--- src/hdl/obcc_pkg.sv ---
/*
 * Constants, field layouts and types for the option byte clock configuration loader.
 * Assumes a single 100 MHz system clock and an Avalon-MM register slave with 32-bit data.
 */
package obcc_pkg;

	// ****************************************************************
	// Register byte addresses
	// ****************************************************************
	localparam logic [4:0] OBCC_ADDR_CLK_OPT = 5'h00;
	localparam logic [4:0] OBCC_ADDR_RSVD_OPT = 5'h04;
	localparam logic [4:0] OBCC_ADDR_PKG_OPT = 5'h08;
	localparam logic [4:0] OBCC_ADDR_STATUS = 5'h0c;

	// ****************************************************************
	// Field positions of the clock option byte
	// ****************************************************************
	localparam int OBCC_RESET_DELAY_SELECT = 7;
	localparam int OBCC_RANGE_MSB = 6;
	localparam int OBCC_RANGE_LSB = 4;
	localparam int OBCC_INTERNAL_RC_DISABLE = 3;
	localparam int OBCC_HALVING_DISABLE = 2;
	localparam int OBCC_MULTIPLIER_FACTOR_SELECT = 1;
	localparam int OBCC_MULTIPLIER_BYPASS = 0;

	// ****************************************************************
	// Field positions of the package option byte
	// ****************************************************************
	localparam int OBCC_PACKAGE_MSB = 7;
	localparam int OBCC_PACKAGE_LSB = 6;
	localparam int OBCC_TRIPLE_ADDRESS_SLAVE_SELECT = 5;
	localparam logic [4:0] OBCC_PKG_RSVD_ONES = 5'h1f;

	// ****************************************************************
	// Shipped contents and encodings
	// ****************************************************************
	localparam logic [7:0] OBCC_CLK_OPT_RESET = 8'hf7;
	localparam logic [7:0] OBCC_RSVD_OPT_RESET = 8'hff;
	localparam logic [7:0] OBCC_PKG_OPT_RESET = 8'hff;
	localparam logic [2:0] OBCC_RANGE_RSVD_A = 3'h4;
	localparam logic [2:0] OBCC_RANGE_RSVD_B = 3'h5;
	localparam logic [1:0] OBCC_PKG_32 = 2'h0;
	localparam logic [1:0] OBCC_PKG_44 = 2'h1;
	localparam logic [1:0] OBCC_PKG_48 = 2'h2;

	// ****************************************************************
	// Stabilisation counts in CPU cycles
	// ****************************************************************
	localparam int OBCC_CNT_W = 13;
	localparam logic [12:0] OBCC_STAB_LONG = 13'h1000;
	localparam logic [12:0] OBCC_STAB_SHORT = 13'h0100;

	// Decoded configuration, held from reset to reset.
	typedef struct packed {
		logic rc_on;
		logic resonator_en;
		logic [1:0] resonator_range;
		logic ext_clk;
		logic range_reserved;
		logic mult_en;
		logic mult_x8;
		logic halving_en;
		logic [1:0] package_code;
		logic slave3_en;
		logic combo_error;
	} obcc_cfg_t;

	typedef struct packed {
		logic [7:0] opt_clk;
		logic [7:0] opt_rsvd;
		logic [7:0] opt_pkg;
		logic prog_meta;
		logic prog_sync;
		logic waitreq;
		logic [31:0] rdata;
		obcc_cfg_t cfg;
		logic stab_long;
		logic [12:0] stab_cnt;
		logic stable;
	} obcc_state_t;

endpackage

--- src/hdl/obcc_loader.sv ---
/*
 * Option byte clock configuration loader: keeps the option bytes, decodes them at reset
 * and times the oscillator stabilisation after reset and after leaving Halt mode.
 * Assumes prog_mode comes from a pin, halt_exit from logic on clk_sys, and an
 * Avalon-MM master that holds each request until waitrequest is seen low.
 */
`timescale 1ns/100ps

module obcc_loader (
	input wire logic clk_sys, // System clock, 100 MHz.
	input wire logic rst, // Synchronous reset, active high.
	input wire logic nv_init, // Loads the shipped option contents.
	input wire logic prog_mode, // Programming mode pin, asynchronous.
	input wire logic halt_exit, // One-cycle pulse when leaving Halt mode.
	input wire logic [4:0] avs_address, // Byte address.
	input wire logic avs_read, // Read request.
	input wire logic avs_write, // Write request.
	input wire logic [31:0] avs_writedata, // Write data.
	input wire logic [3:0] avs_byteenable, // Byte enables.
	output logic [31:0] avs_readdata, // Read data.
	output logic avs_waitrequest, // Stall, high until the answer.
	output obcc_pkg::obcc_cfg_t clk_cfg, // Decoded configuration.
	output logic clk_stable // Stabilisation count has elapsed.
);
	import obcc_pkg::*;

	obcc_state_t state;
	obcc_state_t next_state;
	logic req;
	logic take;
	logic [7:0] rd_byte;

	// ****************************************************************
	// Decode of the option bytes
	// ****************************************************************
	function automatic obcc_cfg_t decode(input logic [7:0] oc, input logic [7:0] orv,
			input logic [7:0] op);
		obcc_cfg_t c;
		logic [2:0] rng;
		rng = oc[OBCC_RANGE_MSB:OBCC_RANGE_LSB];
		c.rc_on = ~oc[OBCC_INTERNAL_RC_DISABLE];
		c.resonator_en = ~c.rc_on & ~rng[2];
		c.resonator_range = c.resonator_en ? rng[1:0] : 2'h0;
		c.ext_clk = ~c.rc_on & rng[2] & rng[1];
		c.range_reserved = ~c.rc_on & (rng == OBCC_RANGE_RSVD_A || rng == OBCC_RANGE_RSVD_B);
		c.mult_en = ~oc[OBCC_MULTIPLIER_BYPASS];
		c.mult_x8 = oc[OBCC_MULTIPLIER_FACTOR_SELECT];
		c.halving_en = ~oc[OBCC_HALVING_DISABLE];
		c.package_code = op[OBCC_PACKAGE_MSB] ? OBCC_PKG_48 :
			(op[OBCC_PACKAGE_LSB] ? OBCC_PKG_44 : OBCC_PKG_32);
		c.slave3_en = ~op[OBCC_TRIPLE_ADDRESS_SLAVE_SELECT];
		c.combo_error = ~c.mult_en | (c.halving_en & ~c.mult_x8) | (orv != 8'hff) |
			(op[4:0] != OBCC_PKG_RSVD_ONES);
		return c;
	endfunction

	assign req = avs_read | avs_write;
	assign take = req & ~state.waitreq;

	// ****************************************************************
	// Next state
	// ****************************************************************
	always_comb begin
		next_state = state;
		rd_byte = 8'h00;
		next_state.prog_meta = prog_mode;
		next_state.prog_sync = state.prog_meta;
		// Each request is answered on the second edge after it rises.
		next_state.waitreq = ~(req & state.waitreq);
		case (avs_address)
			OBCC_ADDR_CLK_OPT: rd_byte = state.prog_sync ? state.opt_clk : 8'h00;
			OBCC_ADDR_RSVD_OPT: rd_byte = state.prog_sync ? state.opt_rsvd : 8'h00;
			OBCC_ADDR_PKG_OPT: rd_byte = state.prog_sync ? state.opt_pkg : 8'h00;
			default: rd_byte = 8'h00;
		endcase
		if (req && state.waitreq) begin
			if (avs_address == OBCC_ADDR_STATUS) begin
				next_state.rdata = {16'h0000, state.prog_sync, state.stable,
					state.stab_long, state.cfg};
			end else begin
				next_state.rdata = {24'h000000, rd_byte};
			end
		end
		if (take && avs_write && avs_byteenable[0] && state.prog_sync) begin
			case (avs_address)
				OBCC_ADDR_CLK_OPT: next_state.opt_clk = avs_writedata[7:0];
				OBCC_ADDR_RSVD_OPT: next_state.opt_rsvd = avs_writedata[7:0];
				OBCC_ADDR_PKG_OPT: next_state.opt_pkg = avs_writedata[7:0];
				default: next_state.opt_clk = state.opt_clk;
			endcase
		end
		if (halt_exit) begin
			next_state.stable = 1'b0;
			next_state.stab_cnt = (state.stab_long ? OBCC_STAB_LONG : OBCC_STAB_SHORT) -
				13'h0001;
		end else if (!state.stable) begin
			if (state.stab_cnt == 13'h0000) begin
				next_state.stable = 1'b1;
			end else begin
				next_state.stab_cnt = state.stab_cnt - 13'h0001;
			end
		end
		if (nv_init) begin
			next_state.opt_clk = OBCC_CLK_OPT_RESET;
			next_state.opt_rsvd = OBCC_RSVD_OPT_RESET;
			next_state.opt_pkg = OBCC_PKG_OPT_RESET;
		end
		if (rst) begin
			next_state.prog_meta = 1'b0;
			next_state.prog_sync = 1'b0;
			next_state.waitreq = 1'b1;
			next_state.rdata = 32'h00000000;
			next_state.cfg = decode(next_state.opt_clk, next_state.opt_rsvd,
				next_state.opt_pkg);
			next_state.stab_long = ~next_state.opt_clk[OBCC_RESET_DELAY_SELECT];
			next_state.stab_cnt = (next_state.stab_long ? OBCC_STAB_LONG : OBCC_STAB_SHORT) -
				13'h0001;
			next_state.stable = 1'b0;
		end
	end

	always_ff @(posedge clk_sys) begin
		state <= next_state;
	end

	assign avs_readdata = state.rdata;
	assign avs_waitrequest = state.waitreq;
	assign clk_cfg = state.cfg;
	assign clk_stable = state.stable;

	// ****************************************************************
	// Assertions
	// ****************************************************************
	logic [12:0] low_cnt;

	always_ff @(posedge clk_sys) begin
		if (rst || halt_exit) begin
			low_cnt <= 13'h0000;
		end else if (!state.stable) begin
			low_cnt <= low_cnt + 13'h0001;
		end
	end
endmodule

--- config.mk ---
export PLATFORM = sky130hd
export DESIGN_NAME = obcc_loader
export DESIGN_NICKNAME = d
export VERILOG_FILES = /design/src/hdl/obcc_pkg.sv /design/src/hdl/obcc_loader.sv
export SDC_FILE = /design/constraint.sdc
export NUM_CORES = 1
export LEC_CHECK = 0
export BUFFER_PORTS_ARGS = -buffer_cell sky130_fd_sc_hd__buf_2
export CORE_AREA = 2 2 84 86
export CTS_CLUSTER_SIZE = 20
export DETAILED_ROUTE_END_ITERATION = 12
export DIE_AREA = 0 0 86 88
export GPL_TIMING_DRIVEN = 0
export PLACE_DENSITY = 0.83
export SLEW_MARGIN = 20
export SYNTH_ARGS = -nofsm -noshare
export SYNTH_HDL_FRONTEND = slang
export SYNTH_SLANG_ARGS = --single-unit
--- constraint.sdc ---
create_clock -name clk_sys -period 4.17 [get_ports clk_sys]
set_input_delay 0.417 -clock clk_sys [delete_from_list [all_inputs] [get_ports clk_sys]]
set_output_delay 0.417 -clock clk_sys [all_outputs]
set_load 0.01 [all_outputs]
; After elaboration in Yosys (flattened, before gate mapping)
; Index checks and enable logic that the tools add are counted.
[op_classes]
n_addsub = 3
eq_ne = 9
muxes = 18
n_bitwise = 20
reduce_logical = 9
[ops]
columns = operator, count
row1 = 24-bit 2-to-1 mux, 2
row2 = 8-bit 2-to-1 mux, 6
row3 = 14-bit 2-to-1 mux, 3
row4 = 13-bit 2-to-1 mux, 3
row5 = "13-bit by 1-bit subtractor with 13-bit output, second input constant", 3
row6 = 8-bit one-hot mux with 3 select lines, 1
row7 = 16-bit 2-to-1 mux, 1
row8 = 13-bit logical NOT, 1
row9 = "5-bit by 4-bit == test with 1-bit output, second input constant", 2
row10 = 1-bit inverter, 9
row11 = "8-bit != test, second input constant", 1
row12 = 1-bit AND, 7
row13 = "3-bit == test, second input constant", 2
row14 = "3-bit != test, second input constant", 2
row15 = "5-bit by 3-bit == test with 1-bit output, second input constant", 1
row16 = 5-bit logical NOT, 1
row17 = "5-bit != test, second input constant", 1
row18 = 1-bit logical AND, 4
row19 = 1-bit bitwise OR, 4
row20 = 1-bit 2-to-1 mux, 2
row21 = 2-bit AND reduction, 1
row22 = 2-bit OR reduction, 1
row23 = 1-bit logical OR, 1
[totals]
regBits = 87
input_bits = 48
output_inout_bits = 47
elab_cells = 80

; Longest topological paths before layout
[depth]
ltp_word = 12
mapped_depth = 6
ltp_nobuf = 5

; Least setup slack after synthesis
; OpenSTA, ideal clock, no wires.
[synth_path]
kind = register to register
startpoint = reg state[1] (netlist name)
endpoint = reg state[10] (netlist name), enable pin
setup_ns = 0.401
arrival_ns = 1.707
t_required_ns = 3.769
setup_slack_ns = 2.062
path_stages_with_launch = 5
n_path_buf = 0
synth_period_minus_slack_ns = 2.108
path_cell_list = edfxtp_1 inv_1 ha_1 nor3b_1 o21ai_0
[synth_via]
elab_chain_cells = 3
[synth_rtl]
columns = item, line
row1 = from (decl), obcc_loader.sv:27  ; obcc_state_t state;
row2 = from (signal assigned), obcc_loader.sv:123  ; state <= next_state;
row3 = 13-bit logical NOT, obcc_loader.sv:97  ; if (state.stab_cnt == 13'h0000) begin
row4 = 3-bit != test (no line), --
row5 = 2-bit AND reduction (no line), --
; No other way between the ends.
; A chain may end at the register's enable or synchronous reset.

; Final worst setup path
[layout_path]
startpoint = reg state[61] (netlist name)
endpoint = reg state, in the netlist clk_cfg[0] (data pin)
[layout_via]
elab_chain_cells = 8
word_cells_on_any_way = 11
classes_between = eq/ne (2) / mux (2) / bitwise (6) / reduce/logical (1)
[layout_rtl]
columns = item, line
row1 = 1-bit logical AND (*), obcc_loader.sv:84  ; if (take && avs_write && avs_byteenable[0] && state.prog_sync) begin
row2 = 24-bit 2-to-1 mux (*), obcc_loader.sv:84
row3 = 24-bit 2-to-1 mux (*), obcc_loader.sv:103  ; if (nv_init) begin
row4 = 1-bit inverter (on tied branches), "obcc_loader.sv:48, obcc_loader.sv:52"
row5 = 1-bit AND, obcc_loader.sv:52  ; c.combo_error = ~c.mult_en | (c.halving_en & ~c.mult_x8) | (orv != 8'hff) |
row6 = 1-bit bitwise OR (2 in a row), obcc_loader.sv:52
row7 = 1-bit bitwise OR (*), obcc_loader.sv:52
; Mark *: on every way between the ends. The rest lies on a longest branch, timed or not.

==> results.yml <==
outcome:
  outcome: "finished, final reports clean"
yosys:
  postSynthCellCount: 394
  synth_cell_types: 53
  yosys_warnings: 0
  ys_seq_area_share_pct: 46.1
  syn_avg_cell_area_um2: 9.30
  synth-seq-cells: 71
  synth-edff-count: 27
  yosys_most_used_dff: "dfxtp_1"
  mappedNetlistArea_um2: 3670
  async_flop_share_pct: 0
die:
  pin_count: 95
  die_h_um: 88
  die-area_um2: 7570
  row_count: 30
  die_x_um: 86
  initial_core_util_pct: 55.2
  coreArea_um2: 6640
cts:
  ctsResizeCount: 0
  insertion_delay_ps: 360
  cts-root-buf: "clkbuf_8"
  clk_pin_slew_ps: 80
  cts.hold.buffers_added: 0
  clock_sinks: 71
  htree_num_levels: 3
  clock_path_buffers: 2
  numCtsBuffers: 9
  cts_tree: "built"
  post_cts_buffers: 0
route:
  viasPerCell: 5.68
  initialDrtViolationCount: 265
  first_pass_iters: 5
  drt-wirelength-per-cell_um: 15.5
  drc: 0
  wl_um: 8590
  drtAntennaViolNets: 0
  num_vias: 3153
sta:
  final-hold-violation-count: 0
  maxSlewViolCount: 0
  min_period_over_period_pct: 55.1
  layout_setup_ws_ps: 1870
  grt_setup_unrepaired: "no"
  finalSetupTns_ps: 0
  max_slew.worst_pin.slew_ps: 857
  max_freq_mhz: 436
  relSlewSlack_pct: 42.7
  finalCriticalPeriod_ps: 2300
  skew_ps: 6.95
  timing.hold.ws_ps: 277
  setup_viol: 0
placed_design:
  dp.cells: 539
  port_buffers: 49
  place_ws_ps: 1690
  post_dp_cell_area_um2: 4080
  dpl.hpwl_um: 6270
  place.gp.congestion: 0.958
flow_run:
  maxCapViolCount: 0
grt:
  grt_pass1_vias: 2840
  grt_first_pass_wirelength_um: 13900
  grt_start_max_net_pins: 19
  grt_util_all_layers_pct: 23.7
  grt_overflow: 0
  antenna_found_initial: 0
layout:
  final_common_cell: "buf_2"
  post-route-cell-area_um2: 4250
  antenna_cells: 0
  synthToLayoutAreaGrowth_pct: 15.9
  fillCellCount: 562
  fin_util_pct: 63.9
  final_cell_count_no_fill: 555
  layout-drive-gt1-share_pct: 26.7
  final_nets: 520
  layout_common_cells: "buf_2, nand3_1, buf_4, nand2_1, dfxtp_1"
power_and_ir_drop:
  finalPower_mw: 1.37
  p_per_area_nw_per_um2: 322
  peakVddDrop_mv: 0.233
  leakage_nw: 1.66
critical_path:
  worstSetupStartpointType: "flip-flop"
  crit_type: "flip-flop to flip-flop"
  worst-path-max-fanout: 8
  path_buf_inv: 0
  end_kind: "flip-flop"
  cp_data_required_time_ps: 4260
  path_delay_family: "simple AND/OR/NAND/NOR gates"
  critical_path_arrival_ps: 2390
  crit_slowest_cell: "nor3_2"
  max_stage_delay_ps: 440
  path_cells: "nand4b_1, nor3_2, mux2_2, a2111o_1"
hold_path:
  hp-class: "primary input to flip-flop"
## worst register-to-register path: cells and delay by family, from the launching register on
family,cells,cell delay [ps]
DFF,1,400
muxes,1,380
and+or+nand+nor,2,870
AOI/OAI and AO/OA,1,380
## sequential cells by signal (all words and copies together) (netlist names)
register / cells
avs_readdata: 16
avs_waitrequest: 1
clk_cfg: 13
clk_stable: 1
state: 40
## path summary, 6_finish.rpt
check                                     start               to  slack [ps]  cells past startpoint
worst max-delay path                  state[61]       clk_cfg[0]        1870                      4
worst min-delay path                  prog_mode        state[62]         280                      2
worst max register to register        state[61]       clk_cfg[0]        1870                      4
worst min register to register  avs_readdata[9]  avs_readdata[9]         450                      2
## final cells by class
class / count / area, µm² / area share [%]
sequential: 71 / 1690 / 39.8
timing repair buffer: 50 / 253 / 5.95
clock inverter: 7 / 48.8 / 1.15
tap: 80 / 100 / 2.36
inverter: 8 / 30.0 / 0.707
buffer: 65 / 428 / 10.1
multi-input combinational: 265 / 1570 / 37.0
clock buffer: 9 / 124 / 2.92
## power by group
part	switching (mW)	internal [mW]	total (mW)
clock	0.276	0.215	0.491
sequential	0.0117	0.732	0.743
combinational	0.0791	0.0533	0.132
## routing by layer
layer,up-vias,track usage [%],share of wire (%)
met5,-,0,0
met4,0,11.4,2.2
met3,16,5.18,7.7
met2,141,36.7,47
met1,1467,31.7,44
li1,1529,-,-
## Yosys cell counts (5+ instances only)
cell	number	area, µm²
a21oi_1	27	135
a311o_1	7	70.1
a31oi_1	9	56.3
buf_4	46	345
clkbuf_1	15	56.3
dfxtp_1	44	881
edfxtp_1	27	811
inv_1	7	26.3
mux2i_1	16	160
nand2_1	44	165
nand3_1	47	235
nand4_1	8	50.1
nor2_1	8	30.0
nor3_1	7	35.0
nor4_1	5	31.3
o21ai_0	18	90.1
## cells by family after synthesis
kind of cell / after synthesis / share of synthesized area [%]
flip-flops: 71 / 46.1
XOR/XNOR: 7 / 1.67
other: 1 / 0.102
buffers and inverters: 73 / 12.5
AND/OR/NAND/NOR: 145 / 20.9
adder cells (fa/ha/maj): 2 / 0.682
multiplexers: 18 / 4.98
AO/OA/AOI/OAI: 77 / 13.0
Power figures use the tool's default switching activity.
